==> src/rtl/prot_frame_map.vh <==
// Purpose: register map and field positions of the protection frame
// Assumes: 32-bit AXI4-Lite data, byte addresses on aligned words
// Notes: definitions only
`ifndef PROT_FRAME_MAP_VH
`define PROT_FRAME_MAP_VH
`define OFS_CTRL 4'h0
`define OFS_SUPERV 4'h4
`define OFS_PHASE_CAP 4'h8
`define OFS_PERM_BLOCK 4'hc
`define OFS_STATUS 4'h0
`define OFS_ALARM_STAT 4'h4
`define OFS_TRIP_STAT 4'h8
`define OFS_CMD_STAT 4'hc
`define CTRL_PROT_ACTIVE 0
`define CTRL_EXT_BLOCK_PERMIT 1
`define CTRL_TRIP_PERM_BLOCK 2
`define CTRL_EXT_TRIP_PERMIT 3
`define CTRL_WIDTH 4
`define CTRL_RESET 4'h0
`define RESP_OKAY 2'b00
`define RESP_SLVERR 2'b10
`define READ_BASE 5'h10
`define MAP_SPAN_BITS 4
`endif

==> src/rtl/protection_alarm_trip_aggregator.v <==
// Purpose: collective alarm, trip and breaker request frame of a relay
// Assumes: element criteria arrive asynchronously; one clock aclk
// Notes: read map at 0x00..0x1c, write map at 0x00..0x0c
//   trip_delay is not synchronised; change it with protection inactive
//
// How it works
// - inactive protection suppresses every alarm, trip and command output
// - blocked frame makes every element ineffective
// - external block needs permit; input b optional
// - block lasts while any block input true
// - permanent block withholds trip commands only
// - permitted trip block input withholds commands
// - supervision-only elements stay local, no command
// - element alarm follows its fault criterion
// - element trip after its delay elapses
// - general alarm ORs non-supervision element alarms
// - general trip ORs non-supervision element trips
// - element command needs trip, no block
// - phase outputs only from capable elements
// - each phase ORs alarms and trips concerning it
// - module block needs permit and assigned input
//
// Decided for this implementation: the AXI4-Lite slave port and the address map.
`timescale 1ns/100ps
`include "prot_frame_map.vh"
module protection_alarm_trip_aggregator #(
   parameter ELEMENTS = 8,
   parameter DELAY_WIDTH = 16,
   parameter PHASES = 3
) (
   input wire aclk, // system clock
   input wire aresetn, // synchronous reset, low
   input wire [ELEMENTS-1:0] fault_criterion, // element fault seen
   input wire [ELEMENTS*PHASES-1:0] fault_phase, // per-phase criterion
   input wire [ELEMENTS*DELAY_WIDTH-1:0] trip_delay, // cycles per element
   input wire block_input_a, // assigned blocking signal
   input wire block_input_b, // optional blocking signal
   input wire block_input_b_assigned, // b has a signal
   input wire trip_block_input, // trip command block signal
   input wire [31:0] s_axi_awaddr, // write address
   input wire s_axi_awvalid, // write address valid
   output reg s_axi_awready, // write address ready
   input wire [31:0] s_axi_wdata, // write data
   input wire [3:0] s_axi_wstrb, // byte enables
   input wire s_axi_wvalid, // write data valid
   output reg s_axi_wready, // write data ready
   output reg [1:0] s_axi_bresp, // write response
   output reg s_axi_bvalid, // write response valid
   input wire s_axi_bready, // write response ready
   input wire [31:0] s_axi_araddr, // read address
   input wire s_axi_arvalid, // read address valid
   output reg s_axi_arready, // read address ready
   output reg [31:0] s_axi_rdata, // read data
   output reg [1:0] s_axi_rresp, // read response
   output reg s_axi_rvalid, // read data valid
   input wire s_axi_rready, // read data ready
   output reg general_alarm, // collective alarm
   output reg general_trip, // collective trip
   output reg [PHASES-1:0] phase_alarm, // phase_one first
   output reg [PHASES-1:0] phase_trip, // phase_one first
   output reg [ELEMENTS-1:0] element_alarm, // element-local alarm
   output reg [ELEMENTS-1:0] element_trip, // element-local trip
   output reg [ELEMENTS-1:0] breaker_open_request // per element command
);

////////////////////////////////////////////////////////////////////////
// synchronisers
// two flops per pin cost two cycles of pickup latency
reg [ELEMENTS-1:0] crit_meta, crit;
reg [ELEMENTS*PHASES-1:0] ph_meta, ph;
reg [2:0] blk_meta, blk;
always @(posedge aclk) begin
   if (!aresetn) begin
      crit_meta <= {ELEMENTS{1'b0}};
      crit <= {ELEMENTS{1'b0}};
      ph_meta <= {ELEMENTS*PHASES{1'b0}};
      ph <= {ELEMENTS*PHASES{1'b0}};
      blk_meta <= 3'h0;
      blk <= 3'h0;
   end else begin
      crit_meta <= fault_criterion;
      crit <= crit_meta;
      ph_meta <= fault_phase;
      ph <= ph_meta;
      blk_meta <= {trip_block_input, block_input_b, block_input_a};
      blk <= blk_meta;
   end
end

////////////////////////////////////////////////////////////////////////
// registers
reg [`CTRL_WIDTH-1:0] ctrl;
reg [ELEMENTS-1:0] superv_only;
reg [ELEMENTS-1:0] phase_capable;
reg [ELEMENTS-1:0] elem_perm_block;
reg [31:0] aw_addr;
reg aw_held, w_held;
reg [31:0] w_data;
wire prot_active = ctrl[`CTRL_PROT_ACTIVE];
// assignment of b is a static strap, read unsynchronised
// permit gates block
wire frame_blocked = ctrl[`CTRL_EXT_BLOCK_PERMIT] &
   (blk[0] | (blk[1] & block_input_b_assigned));
wire cmd_blocked = ctrl[`CTRL_TRIP_PERM_BLOCK] |
   (ctrl[`CTRL_EXT_TRIP_PERMIT] & blk[2]);
wire effective = prot_active & ~frame_blocked;

function [31:0] pad;
   input [ELEMENTS-1:0] v;
   begin
      pad = 32'h0;
      pad[ELEMENTS-1:0] = v;
   end
endfunction

// address decode, one function each for the write and read channels
function wr_in_map;
   input [31:0] a;
   begin
      wr_in_map = (a[31:`MAP_SPAN_BITS] == {(32-`MAP_SPAN_BITS){1'b0}});
   end
endfunction

function rd_in_map;
   input [31:0] a;
   begin
      rd_in_map = (a[31:`MAP_SPAN_BITS+1] ==
         {(31-`MAP_SPAN_BITS){1'b0}});
   end
endfunction

// upper half of the read map shows live state, lower half settings
function rd_status_half;
   input [31:0] a;
   begin
      rd_status_half = a[`MAP_SPAN_BITS];
   end
endfunction

always @(posedge aclk) begin
   if (!aresetn) begin
      ctrl <= `CTRL_RESET;
      superv_only <= {ELEMENTS{1'b0}};
      phase_capable <= {ELEMENTS{1'b0}};
      elem_perm_block <= {ELEMENTS{1'b0}};
      aw_held <= 1'b0;
      w_held <= 1'b0;
      aw_addr <= 32'h0;
      w_data <= 32'h0;
      s_axi_awready <= 1'b0;
      s_axi_wready <= 1'b0;
      s_axi_bvalid <= 1'b0;
      s_axi_bresp <= `RESP_OKAY;
   end else begin
      // ready waits for no valid, so a master may raise valid at will
      s_axi_awready <= ~aw_held & ~s_axi_bvalid;
      s_axi_wready <= ~w_held & ~s_axi_bvalid;
      if (s_axi_awvalid & s_axi_awready) begin
         aw_held <= 1'b1;
         aw_addr <= s_axi_awaddr;
         s_axi_awready <= 1'b0;
      end
      if (s_axi_wvalid & s_axi_wready) begin
         w_held <= 1'b1;
         w_data <= s_axi_wdata;
         s_axi_wready <= 1'b0;
      end
      if (aw_held & w_held & ~s_axi_bvalid) begin
         aw_held <= 1'b0;
         w_held <= 1'b0;
         s_axi_bvalid <= 1'b1;
         s_axi_bresp <= wr_in_map(aw_addr) ? `RESP_OKAY : `RESP_SLVERR;
         // strobes ignored: software always writes whole words
         if (wr_in_map(aw_addr))
            case (aw_addr[`MAP_SPAN_BITS-1:0])
               `OFS_CTRL: ctrl <= w_data[`CTRL_WIDTH-1:0];
               `OFS_SUPERV: superv_only <= w_data[ELEMENTS-1:0];
               `OFS_PHASE_CAP: phase_capable <= w_data[ELEMENTS-1:0];
               `OFS_PERM_BLOCK: elem_perm_block <= w_data[ELEMENTS-1:0];
               default: ctrl <= ctrl;
            endcase
      end
      if (s_axi_bvalid & s_axi_bready)
         s_axi_bvalid <= 1'b0;
   end
end

////////////////////////////////////////////////////////////////////////
// read channel
always @(posedge aclk) begin
   if (!aresetn) begin
      s_axi_arready <= 1'b0;
      s_axi_rvalid <= 1'b0;
      s_axi_rdata <= 32'h0;
      s_axi_rresp <= `RESP_OKAY;
   end else begin
      // idle ready toggles; a request waits at most one extra cycle
      s_axi_arready <= ~s_axi_rvalid & ~s_axi_arready;
      if (s_axi_arvalid & s_axi_arready) begin
         s_axi_arready <= 1'b0;
         s_axi_rvalid <= 1'b1;
         s_axi_rresp <= `RESP_OKAY;
         s_axi_rdata <= 32'h0;
         if (!rd_in_map(s_axi_araddr))
            s_axi_rresp <= `RESP_SLVERR;
         else if (!rd_status_half(s_axi_araddr))
            case (s_axi_araddr[`MAP_SPAN_BITS-1:0])
               `OFS_CTRL: s_axi_rdata <= {28'h0, ctrl};
               `OFS_SUPERV: s_axi_rdata <= pad(superv_only);
               `OFS_PHASE_CAP: s_axi_rdata <= pad(phase_capable);
               `OFS_PERM_BLOCK: s_axi_rdata <= pad(elem_perm_block);
               default: s_axi_rresp <= `RESP_SLVERR;
            endcase
         else
            case (s_axi_araddr[`MAP_SPAN_BITS-1:0])
               `OFS_STATUS: s_axi_rdata <= {24'h0, phase_trip[2:0],
                  general_trip, general_alarm, cmd_blocked,
                  frame_blocked, effective};
               `OFS_ALARM_STAT: s_axi_rdata <= pad(element_alarm);
               `OFS_TRIP_STAT: s_axi_rdata <= pad(element_trip);
               `OFS_CMD_STAT: s_axi_rdata <= pad(breaker_open_request);
               default: s_axi_rresp <= `RESP_SLVERR;
            endcase
      end
      if (s_axi_rvalid & s_axi_rready)
         s_axi_rvalid <= 1'b0;
   end
end

////////////////////////////////////////////////////////////////////////
// element timers and collective outputs
reg [DELAY_WIDTH-1:0] timer [0:ELEMENTS-1];
reg [ELEMENTS-1:0] elapsed;
reg [ELEMENTS-1:0] contrib;
reg [PHASES-1:0] next_pa, next_pt;
integer i, p, j;
// trips as the elements raise them, then as the frame collects them
wire [ELEMENTS-1:0] trip_now = elapsed & crit;
wire [ELEMENTS-1:0] trip_to_frame = trip_now & contrib;
always @* begin
   contrib = ~superv_only;
   next_pa = {PHASES{1'b0}};
   next_pt = {PHASES{1'b0}};
   for (i = 0; i < ELEMENTS; i = i + 1)
      for (p = 0; p < PHASES; p = p + 1) begin
         if (contrib[i] & phase_capable[i] & crit[i] &
               ph[i*PHASES+p])
            next_pa[p] = next_pa[p] | 1'b1;
         if (contrib[i] & phase_capable[i] & trip_now[i] &
               ph[i*PHASES+p])
            next_pt[p] = next_pt[p] | 1'b1;
      end
end

always @(posedge aclk) begin
   if (!aresetn) begin
      for (j = 0; j < ELEMENTS; j = j + 1)
         timer[j] <= {DELAY_WIDTH{1'b0}};
      elapsed <= {ELEMENTS{1'b0}};
      element_alarm <= {ELEMENTS{1'b0}};
      element_trip <= {ELEMENTS{1'b0}};
      breaker_open_request <= {ELEMENTS{1'b0}};
      general_alarm <= 1'b0;
      general_trip <= 1'b0;
      phase_alarm <= {PHASES{1'b0}};
      phase_trip <= {PHASES{1'b0}};
   end else begin
      for (j = 0; j < ELEMENTS; j = j + 1) begin
         // a zero delay still costs the registered elapsed flag a cycle
         // trip only once the delay ran out with fault still seen
         if (!crit[j] || !effective) begin
            timer[j] <= {DELAY_WIDTH{1'b0}};
            elapsed[j] <= 1'b0;
         end else if (timer[j] >= trip_delay[j*DELAY_WIDTH +:
               DELAY_WIDTH])
            elapsed[j] <= 1'b1;
         else
            timer[j] <= timer[j] + 1'b1;
      end
      element_alarm <= effective ? crit : {ELEMENTS{1'b0}};
      element_trip <= trip_now & {ELEMENTS{effective}};
      general_alarm <= effective & |(crit & contrib);
      general_trip <= effective & |trip_to_frame;
      breaker_open_request <= (effective & ~cmd_blocked &
         |trip_to_frame) ? (trip_to_frame & ~elem_perm_block) :
         {ELEMENTS{1'b0}};
      phase_alarm <= effective ? next_pa : {PHASES{1'b0}};
      phase_trip <= effective ? next_pt : {PHASES{1'b0}};
   end
end

endmodule

==> config.mk <==
export PLATFORM = sky130hd
export DESIGN_NAME = protection_alarm_trip_aggregator
export DESIGN_NICKNAME = d
export VERILOG_FILES = /design/src/rtl/protection_alarm_trip_aggregator.v
export VERILOG_INCLUDE_DIRS = /design/src /design/src/rtl
export SDC_FILE = /design/constraint.sdc
export NUM_CORES = 1
export LEC_CHECK = 0
export BUFFER_PORTS_ARGS = -buffer_cell sky130_fd_sc_hd__buf_4
export CAP_MARGIN = 20
export CELL_PAD_IN_SITES_DETAIL_PLACEMENT = 1
export CELL_PAD_IN_SITES_GLOBAL_PLACEMENT = 1
export CORE_MARGIN = 2
export CORE_UTILIZATION = 46
export CTS_CLUSTER_DIAMETER = 150
export DETAILED_ROUTE_END_ITERATION = 6
export PLACE_DENSITY = 0.86
export SYNTH_ARGS = -nofsm -noshare
export SYNTH_HDL_FRONTEND = slang
export SYNTH_SLANG_ARGS = --single-unit
export TNS_END_PERCENT = 100
==> constraint.sdc <==
create_clock -name aclk -period 4.7 [get_ports aclk]
set_input_delay 0.47 -clock aclk [delete_from_list [all_inputs] [get_ports aclk]]
set_output_delay 0.47 -clock aclk [all_outputs]
set_load 0.1 [all_outputs]
==> results of run 1 <==
==> layout by cell type (no fill, tap or decap), types with 28 or more instances in the layout <==
| cell | n |
|---|---|
| dfxtp_1 | 195 |
| nor2_1 | 115 |
| xor2_1 | 54 |
| a21boi_0 | 44 |
| nor4_1 | 28 |
| nand4_1 | 31 |
| buf_4 | 301 |
| nor3_1 | 68 |
| and3_1 | 34 |
| nand2_1 | 155 |
| mux2i_1 | 29 |
| ha_1 | 136 |
| xnor2_1 | 58 |
| nand3_1 | 47 |
| and2_1 | 87 |
| inv_1 | 150 |
| clkbuf_16 | 37 |
| nor2b_1 | 48 |
| edfxtp_1 | 128 |
==> power by group through the flow <==
stage	registers, mW	logic (mW)	clock network (mW)
floorplan	3.05	0.298	0
global placement	3.03	0.508	0
detailed placement	3.04	0.530	0
CTS	2.98	0.534	2.93
global route	2.98	0.583	3.03
finish	2.98	0.535	2.88
==> per-layer routing <==
layer,up-vias,part of all wire (%),GRT usage [%]
met5,-,0.025,0
met4,2,3.0,7.74
met3,92,6.7,5.07
met2,445,49,42.5
met1,6618,41,29.9
li1,6613,-,-
==> area by class of cell <==
type / count / area share (%)
clock inverter: 18 / 0.983
sequential: 323 / 36.9
timing repair buffer: 303 / 11.0
inverter: 150 / 2.68
antenna: 2 / 0.0238
clock buffer: 46 / 4.81
tap: 468 / 2.79
multi-input combinational: 1202 / 40.8
==> worst max-delay path by stage <==
stage | cells after the start | endpoint | slack [ps]
floorplan | 8 | timer[1][0] | 1840
global placement | 6 | timer[1][51] | 1510
detailed placement | 6 | timer[1][51] | 1400
CTS | 5 | timer[1][54] | 1640
global route | 5 | timer[1][19] | 1400
finish | 8 | timer[1][12] | 1650
==> registers in the layout, summed over array words and instances, names as in the netlist, 3 cells and up <==
register and flops:
ph 24, element_trip 8, aw_addr 32, phase_alarm 3, w_data 8, ctrl 4, crit_meta 8, ph_meta 24
elapsed 8, phase_capable 8, blk 3, superv_only 8, crit 8, breaker_open_request 8, s_axi_rdata 8, elem_perm_block 8
blk_meta 3, phase_trip 3, timer 128, element_alarm 8
==> metrics by stage <==
step / setup slack (ps) / power [mW]
after floorplan: 1840 / 3.35
after global placement: 1510 / 3.54
after detailed placement: 1400 / 3.57
after CTS: 1640 / 6.44
after global routing: 1400 / 6.60
final: 1650 / 6.39
==> cells in the mapped netlist (10+ instances only) <==
cell,instances
mux4_2,11
nand2_1,155
xor2_1,54
clkbuf_1,45
buf_4,26
nor2b_1,48
nand4_1,31
a211oi_1,10
o21ai_0,26
nor4_1,28
inv_1,150
and2_1,87
xnor2_1,58
and4_1,18
a21o_1,21
a32oi_1,14
a21oi_1,25
edfxtp_1,128
nor2_1,115
o21a_1,10
and3_1,34
a22oi_1,12
nand3_1,47
dfxtp_1,195
nor3_1,68
a21boi_0,44
mux2i_1,29
ha_1,136
==> kinds of logic (layout without fill, tap and decap cells) <==
group           after synthesis  count (layout)
simple gates                662             662
flops                       323             323
buf+inv                     224             517
compound gates              218             218
fa+ha+maj                   136             136
xor+xnor                    112             112
mux                          48              48
other cells                   1              28
==> impl_metrics.env, run 1 <==
export IMPL_outcome="finished clean"
export IMPL_setup_tns_ps=0
export IMPL_fin_skew_ps=24.3
export IMPL_antenna_found_initial=3
export IMPL_synth_edf_count=128
export IMPL_ys_top_cells_by_area="dfxtp_1 (23%), edfxtp_1 (22%), ha_1 (9.9%)"
export IMPL_ant_nets=0
export IMPL_drv_slew=0
export IMPL_ff2ff_path_depth=8
export IMPL_critPathBufInv=2
export IMPL_num_vias=13770
export IMPL_avgRoutedWirePerCell_um=18.9
export IMPL_postLayoutCellArea_sq_mm=0.0210
export IMPL_die_h_um=197
export IMPL_place_gp_congestion=0.885
export IMPL_portBuffers=289
export IMPL_layout_worst_path_cycle_share_pct=64.9
export IMPL_synth_cells=1724
export IMPL_rrSetupSlack_ps=1650
export IMPL_grt_pass1_wl_mm=75.8
export IMPL_r2r_start="timer[1][2]"
export IMPL_clock_latency_ps=520
export IMPL_ys_flop_type="dfxtp_1"
export IMPL_critical_path_arrival_ps=3260
export IMPL_die_x_um=197
export IMPL_fin_util_pct=57.2
export IMPL_fillers=4109
export IMPL_pwr_share_comb_pct=8.4
export IMPL_synth_xor_area_share_pct=5.71
export IMPL_grt_max_degree=90
export IMPL_powerDensity_mw_per_mm2=304
export IMPL_period_minus_slack_ps=3050
export IMPL_dr_pass1_iters=5
export IMPL_min_to="ph_meta[22]"
export IMPL_crit_top_cell="buf_4"
export IMPL_drive_above_1_share_pct=19.3
export IMPL_hold_depth=2
export IMPL_slew_headroom_pct=49.6
export IMPL_holdWs_ps=148
export IMPL_ctsHoldBuffers=0
export IMPL_synth_top_area_share_pct=22.7
export IMPL_fmax_mhz=328
export IMPL_synth_distinct_cells=56
export IMPL_synthArstFlopShare_pct=0
export IMPL_ys_seq_area_share_pct=45.1
export IMPL_cts_sinks=323
export IMPL_synth_area_sq_mm=0.0172
export IMPL_postCtsSetupRepairBufs=0
export IMPL_cts_tree="done"
export IMPL_path_clk_slew_ps=60
export IMPL_p_leak_nw=9.17
export IMPL_setup_viol=0
export IMPL_synth_warnings=0
export IMPL_start_util_pct=46.8
export IMPL_synth_mux_area_share_pct=3.66
export IMPL_worstSetupEndpointType="register"
export IMPL_cp_slowest_cell="o21ai_1"
export IMPL_tightest_slew_ps=753
export IMPL_swShare_pct=23.0
export IMPL_crit_path_max_fanout=18
export IMPL_final_cells=2512
export IMPL_vdd_ir_drop_max_v=0.000200
export IMPL_clockBufferDepth=3
export IMPL_drtIter0Drc=611
export IMPL_worstPathRequired_ps=4910
export IMPL_finalHoldViolations=0
export IMPL_nets=2422
export IMPL_synth_simple_area_share_pct=20.7
export IMPL_numCtsBuffers=35
export IMPL_crit_start="timer[1][2]"
export IMPL_vias_per_cell=5.48
export IMPL_seq_area_sq_mm=0.00775
export IMPL_htree_num_levels=2
export IMPL_dp_hpwl_mm=35.8
export IMPL_drc=0
export IMPL_wirelength_mm=47.5
export IMPL_startpoint_type="register"
export IMPL_syn2layout_area_growth_pct=22.3
export IMPL_avgSynthCellArea_sq_um=9.96
export IMPL_overflow=0
export IMPL_root_buffer="clkbuf_16"
export IMPL_seq_power_share_pct=46.6
export IMPL_multi_input_area_sq_mm=0.00857
export IMPL_rr_endpoint="timer[1][12]"
export IMPL_synth_top_family_by_area="simple AND/OR/NAND/NOR gates"
export IMPL_globalRouteTotalUtil_pct=24.3
export IMPL_synth_compound_area_share_pct=9.32
export IMPL_placed_area_sq_mm=0.0197
export IMPL_place_inst=2442
export IMPL_drv_cap=0
export IMPL_path_cells="ha_1 -> a211oi_1 -> o21ai_0 -> a21oi_1 -> o41ai_4 -> buf_4 -> o21ai_1 -> buf_4"
export IMPL_internal_power_mw=4.92
export IMPL_max_stage_delay_ps=610
export IMPL_power_switching_mw=1.47
export IMPL_rows=70
export IMPL_critPathTopFamily="compound AO/OA/AOI/OAI gates"
export IMPL_hold_path_class="in -> reg"
export IMPL_coreArea_sq_mm=0.0367
export IMPL_crit_type="reg -> reg"
export IMPL_hp_start="fault_phase[22]"
export IMPL_yosysTopAreaCell="dfxtp_1"
export IMPL_dieArea_sq_mm=0.0389
export IMPL_ys_seq_elements=323
export IMPL_synthAdderAreaFrac_pct=9.91
export IMPL_rsz0062_at_grt="no"
export IMPL_ctsResizeCount=0
export IMPL_first_global_vias=14578
export IMPL_p_clk_share_pct=45.0
export IMPL_ios=344
No activity file was read; power rests on OpenSTA's default activity.
==> inputs of run 2 (changes only) <==
--- a/config.mk
+++ b/config.mk
@@ -11,10 +11,10 @@
 export CELL_PAD_IN_SITES_DETAIL_PLACEMENT = 1
 export CELL_PAD_IN_SITES_GLOBAL_PLACEMENT = 1
 export CORE_MARGIN = 2
-export CORE_UTILIZATION = 46
+export CORE_UTILIZATION = 43
 export CTS_CLUSTER_DIAMETER = 150
 export DETAILED_ROUTE_END_ITERATION = 6
-export PLACE_DENSITY = 0.86
+export PLACE_DENSITY = 0.81
 export SYNTH_ARGS = -nofsm -noshare
 export SYNTH_HDL_FRONTEND = slang
 export SYNTH_SLANG_ARGS = --single-unit
==> constraint.sdc (replaced) <==
create_clock -name aclk -period 3 [get_ports aclk]
set_input_delay 0.3 -clock aclk [delete_from_list [all_inputs] [get_ports aclk]]
set_output_delay 0.3 -clock aclk [all_outputs]
set_load 0.1 [all_outputs]
==> impl_metrics.env, run 2 (synthesis results as in run 1) <==
export IMPL_outcome="finished clean"
export IMPL_setup_tns_ps=0
export IMPL_diodes=0
export IMPL_clockBufferDepth=3
export IMPL_hold_depth=2
export IMPL_wirelength_mm=48.3
export IMPL_drv_slew=0
export IMPL_ant_nets=0
export IMPL_fin_util_pct=54.3
export IMPL_swShare_pct=23.3
export IMPL_seq_power_share_pct=46.3
export IMPL_finalWorstSetupSlack_ps=451
export IMPL_setup_viol=0
export IMPL_rows=73
export IMPL_drive_above_1_share_pct=19.5
export IMPL_finalPower_mw=10.1
export IMPL_period_minus_slack_ps=2550
export IMPL_drtIter0Drc=657
export IMPL_root_buffer="clkbuf_16"
export IMPL_num_vias=13846
export IMPL_hp_start="fault_criterion[7]"
export IMPL_drv_cap=0
export IMPL_layout_common_cells="buf_4 (312), dfxtp_1 (195), nand2_1 (155)"
export IMPL_largest_reg_flops=128
export IMPL_worstPathRequired_ps=3200
export IMPL_clock_latency_ps=540
export IMPL_drc=0
export IMPL_powerDensity_mw_per_mm2=469
export IMPL_worstSetupEndpointType="register"
export IMPL_power_switching_mw=2.34
export IMPL_overflow=0
export IMPL_cts_tree="done"
export IMPL_critical_path_arrival_ps=2750
export IMPL_r2r_start="timer[1][2]"
export IMPL_syn2layout_area_growth_pct=25.2
export IMPL_globalRouteTotalUtil_pct=23.2
export IMPL_p_clk_share_pct=45.0
export IMPL_die_x_um=204
export IMPL_ff2ff_path_depth=7
export IMPL_layout_worst_path_cycle_share_pct=85.0
export IMPL_hold_path_class="in -> reg"
export IMPL_p_leak_nw=9.36
export IMPL_rsz0062_at_grt="no"
export IMPL_fmax_mhz=392
export IMPL_postLayoutCellArea_sq_mm=0.0215
export IMPL_fin_skew_ps=41.5
export IMPL_dr_pass1_iters=5
export IMPL_ios=344
export IMPL_placed_area_sq_mm=0.0199
export IMPL_final_common_cell="buf_4"
export IMPL_htree_num_levels=2
export IMPL_vias_per_cell=5.30
export IMPL_holdWs_ps=16.6
export IMPL_multi_input_area_sq_mm=0.00857
export IMPL_rrSetupSlack_ps=450
export IMPL_final_cells=2610
export IMPL_pwr_share_comb_pct=8.7
export IMPL_tightest_slew_ps=770
export IMPL_grt_pass1_wl_mm=77.4
export IMPL_startpoint_type="register"
export IMPL_place_inst=2511
export IMPL_largest_register="timer"
export IMPL_seq_area_sq_mm=0.00775
export IMPL_cts_sinks=323
export IMPL_top_usage_layer="met2"
export IMPL_first_global_vias=14838
export IMPL_die_h_um=204
export IMPL_crit_path_max_fanout=12
export IMPL_numCtsBuffers=35
export IMPL_nets=2466
export IMPL_avgRoutedWirePerCell_um=18.5
export IMPL_portBuffers=289
export IMPL_antenna_found_initial=0
export IMPL_fillers=4384
export IMPL_crit_type="reg -> reg"
export IMPL_place_gp_congestion=0.850
export IMPL_largestRegisters="timer: 128 flops, aw_addr: 32 flops"
export IMPL_vdd_ir_drop_max_v=0.000310
export IMPL_dp_hpwl_mm=35.8
export IMPL_met1_usage_pct=28.6
export IMPL_dieArea_sq_mm=0.0415
export IMPL_dpl_worst_slack_ps=443
export IMPL_slew_headroom_pct=48.5
export IMPL_min_to="crit_meta[7]"
export IMPL_grt_max_degree=149
export IMPL_rr_endpoint="timer[1][15]"
export IMPL_start_util_pct=43.4
export IMPL_coreArea_sq_mm=0.0395
export IMPL_grtUsageMet2_pct=41.2
export IMPL_path_clk_slew_ps=60
export IMPL_internal_power_mw=7.73
export IMPL_finalHoldViolations=0
export IMPL_use_met3_pct=4.23
export IMPL_ctsResizeCount=0
-- run 2: cell types whose count changed in the layout (fill, tap and decap cells not counted), moves of 2 or more --
cell and delta:
dlygate4sd3_1 +33, clkbuf_8 +3, buf_4 +11, diode_2 -2, clkinv_2 -3, clkinv_1 -2
clkinv_4 +2
-- run 2: layer usage --
metal	routed length [um]	part of all wire, %
met5	0	0
met2	24100	50
met4	1290	2.7
met3	2960	6.1
met1	20000	41
-- run 2: worst max path at each step --
stage           startpoint      endpoint  slack, ps  cells past startpoint
6_report       timer[1][2]  timer[1][15]        450                      7
5_1_grt        timer[1][2]  timer[1][15]        230                      7
4_1_cts        timer[0][2]  timer[0][14]        420                      7
3_5_place_dp   timer[0][2]   timer[0][0]        440                      7
3_3_place_gp   timer[0][2]  timer[0][14]        370                      6
2_1_floorplan  timer[1][2]   timer[1][0]        200                      7
-- run 2: what timing repair did --
action	4_1_cts	5_1_grt
hold endpoints to repair	33	0
hold buffers	33	0
endpoints found under the setup margin	0	0
setup buffers	0	0
-- run 2: layout make-up --
class,count,share of cell area [%]
repair buffers,347,12.7
flip-flops and latches,323,36.1
clock inverters,12,0.769
inverters,150,2.62
multi-input cells,1202,39.9
well taps,525,3.06
clock buffers,51,4.93
-- run 2: power groups by stage --
stage	logic, mW	registers [mW]	clock network [mW]
4_1_cts	0.872	4.66	4.61
3_5_place_dp	0.830	4.76	0
3_3_place_gp	0.801	4.75	0
5_1_grt	0.957	4.67	4.80
2_1_floorplan	0.468	4.78	0
6_report	0.878	4.67	4.53
-- run 2: critical path, cell delays in order (launching register included) --
cell and delay [ps]:
edfxtp_1 490, ha_1 330, a211oi_1 220, o21ai_0 120
a21oi_1 260, o41ai_4 120, o21ai_1 380, buf_4 300
==> inputs of run 3 (changes only) <==
--- a/config.mk
+++ b/config.mk
@@ -11,10 +11,10 @@
 export CELL_PAD_IN_SITES_DETAIL_PLACEMENT = 1
 export CELL_PAD_IN_SITES_GLOBAL_PLACEMENT = 1
 export CORE_MARGIN = 2
-export CORE_UTILIZATION = 43
+export CORE_UTILIZATION = 39
 export CTS_CLUSTER_DIAMETER = 150
 export DETAILED_ROUTE_END_ITERATION = 6
-export PLACE_DENSITY = 0.81
+export PLACE_DENSITY = 0.77
 export SYNTH_ARGS = -nofsm -noshare
 export SYNTH_HDL_FRONTEND = slang
 export SYNTH_SLANG_ARGS = --single-unit
==> constraint.sdc (replaced) <==
create_clock -name aclk -period 2.3 [get_ports aclk]
set_input_delay 0.23 -clock aclk [delete_from_list [all_inputs] [get_ports aclk]]
set_output_delay 0.23 -clock aclk [all_outputs]
set_load 0.1 [all_outputs]
==> impl_metrics.env, run 3 (synthesis results as in run 1) <==
export IMPL_fillers=4843
export IMPL_worstPathRequired_ps=2550
export IMPL_rsz0062_at_grt="yes"
export IMPL_clock_latency_ps=560
export IMPL_drc=0
export IMPL_layout_worst_path_cycle_share_pct=97.9
export IMPL_coreArea_sq_mm=0.0433
export IMPL_internal_power_mw=9.98
export IMPL_crit_top_cell="o21ai_0"
export IMPL_ios=344
export IMPL_worstSetupEndpointType="register"
export IMPL_syn2layout_area_growth_pct=31.4
export IMPL_drv_cap=0
export IMPL_critical_path_arrival_ps=2500
export IMPL_power_switching_mw=3.21
export IMPL_ant_nets=0
export IMPL_num_vias=14258
export IMPL_finalHoldViolations=0
export IMPL_swShare_pct=24.3
export IMPL_drive_above_1_share_pct=22.0
export IMPL_antenna_found_initial=1
export IMPL_cts_sinks=323
export IMPL_cts_tree="done"
export IMPL_globalRouteTotalUtil_pct=22.2
export IMPL_holdWs_ps=31.1
export IMPL_largest_reg_flops=128
export IMPL_path_clk_slew_ps=70
export IMPL_slew_headroom_pct=55.7
export IMPL_max_stage_delay_ps=420
export IMPL_overflow=0
export IMPL_drtIter0Drc=531
export IMPL_path_cells="ha_1 -> a211oi_1 -> o21ai_0 -> a221oi_2 -> o21ai_0 -> nand2_1 -> buf_12"
export IMPL_grt_pass1_wl_mm=80.3
export IMPL_numCtsBuffers=37
export IMPL_final_common_cell="buf_4"
export IMPL_start_util_pct=39.7
export IMPL_tightest_slew_ps=658
export IMPL_pwr_share_comb_pct=9.3
export IMPL_seq_power_share_pct=46.1
export IMPL_setup_viol=0
export IMPL_portBuffers=289
export IMPL_placed_area_sq_mm=0.0205
export IMPL_crit_path_max_fanout=13
export IMPL_grt_max_degree=148
export IMPL_powerDensity_mw_per_mm2=585
export IMPL_die_h_um=214
export IMPL_fin_skew_ps=32.4
export IMPL_ff2ff_path_depth=7
export IMPL_vias_per_cell=5.13
export IMPL_startpoint_type="register"
export IMPL_root_buffer="clkbuf_16"
export IMPL_htree_num_levels=2
export IMPL_cp_slowest_cell="edfxtp_1"
export IMPL_dieArea_sq_mm=0.0457
export IMPL_clockBufferDepth=3
export IMPL_postLayoutCellArea_sq_mm=0.0226
export IMPL_layout_common_cells="buf_4 (370), dfxtp_1 (195), nand2_1 (152)"
export IMPL_crit_type="reg -> reg"
export IMPL_largestRegisters="timer: 128 flops, aw_addr: 32 flops"
export IMPL_dr_pass1_iters=5
export IMPL_period_minus_slack_ps=2250
export IMPL_nets=2573
export IMPL_p_clk_share_pct=44.6
export IMPL_p_leak_nw=9.90
export IMPL_die_x_um=214
export IMPL_hold_path_class="in -> reg"
export IMPL_outcome="finished clean"
export IMPL_fmax_mhz=444
export IMPL_hold_depth=3
export IMPL_wirelength_mm=51.0
export IMPL_dp_hpwl_mm=36.6
export IMPL_avgRoutedWirePerCell_um=18.3
export IMPL_rows=76
export IMPL_vdd_ir_drop_max_v=0.000474
export IMPL_place_gp_congestion=0.895
export IMPL_largest_register="timer"
export IMPL_drv_slew=0
export IMPL_first_global_vias=15550
-- run 3: cell types whose count changed in the layout (fill, tap and decap cells not counted), moves of 3 or more --
cell           change
nand2_1            -3
dlygate4sd3_1     +45
clkinv_2           +4
clkbuf_8           -7
a221oi_1           -7
o21ai_0            -6
o21ai_1            +5
buf_4             +58
clkbuf_1           +4
buf_12             +4
a221oi_2           +7
-- run 3: critical path, delay by kind of cell (launching register included) --
kind                     cells  cell delay, ps
flip-flops                   1             420
adder cells (fa/ha/maj)      1             320
AND/OR/NAND/NOR              1             160
buffers and inverters        1             160
AO/OA/AOI/OAI                4             870
-- run 3: per-layer routing --
layer	vias to the layer above	wire length, um	track usage, %
met3	94	2560	4.14
li1	6908	-	-
met2	340	25600	39.9
met4	0	1700	8.17
met5	-	0	0
met1	6916	21200	26.5
-- run 3: stage by stage --
step                      std cells  utilization (%)  TNS, ps  setup WS [ps]  power [mW]
after global placement         2629             47.3        0            106        7.26
after detailed placement       2629             47.3        0           8.68        7.30
after floorplan                1749                -        0           5.47        6.85
after CTS                      2775             51.9        0           29.4        13.3
after global routing           2781             52.1     -229          -13.7        13.7
final                          2781             52.1        0           48.2        13.2
-- run 3: repair_timing --
action / CTS / global route
buffers inserted: 0 / 5
setup endpoints to repair: 8 / 140
hold buffers: 78 / 0
gates resized for setup: 1 / 19
pin swaps: 0 / 6
endpoints found under the hold margin: 78 / 0
-- run 3: power groups by stage --
stage                     clock network, mW  logic (mW)  registers (mW)
after floorplan                           0       0.610            6.24
after global placement                    0        1.06            6.20
after detailed placement                  0        1.09            6.21
after CTS                              6.01        1.21            6.08
after global routing                   6.26        1.32            6.09
final                                  5.88        1.22            6.09
-- run 3: worst paths after layout --
check / slack, ps / to / startpoint
max: 50 / timer[0][30] / timer[0][18]
max reg2reg: 50 / timer[0][30] / timer[0][18]
min reg2reg: 430 / ph[23] / ph_meta[23]
min: 30 / s_axi_rresp[1] / s_axi_arvalid
-- run 3: cell type report --
type | count | area, sq um | share of cell area (%)
diodes | 1 | 2.50 | 0.0111
flip-flops and latches | 323 | 7750 | 34.3
multi-input cells | 1202 | 8670 | 38.4
clock buffers | 49 | 1020 | 4.54
clock inverters | 19 | 180 | 0.799
repair buffers | 452 | 3640 | 16.1
well taps | 585 | 732 | 3.24
inverters | 150 | 563 | 2.50
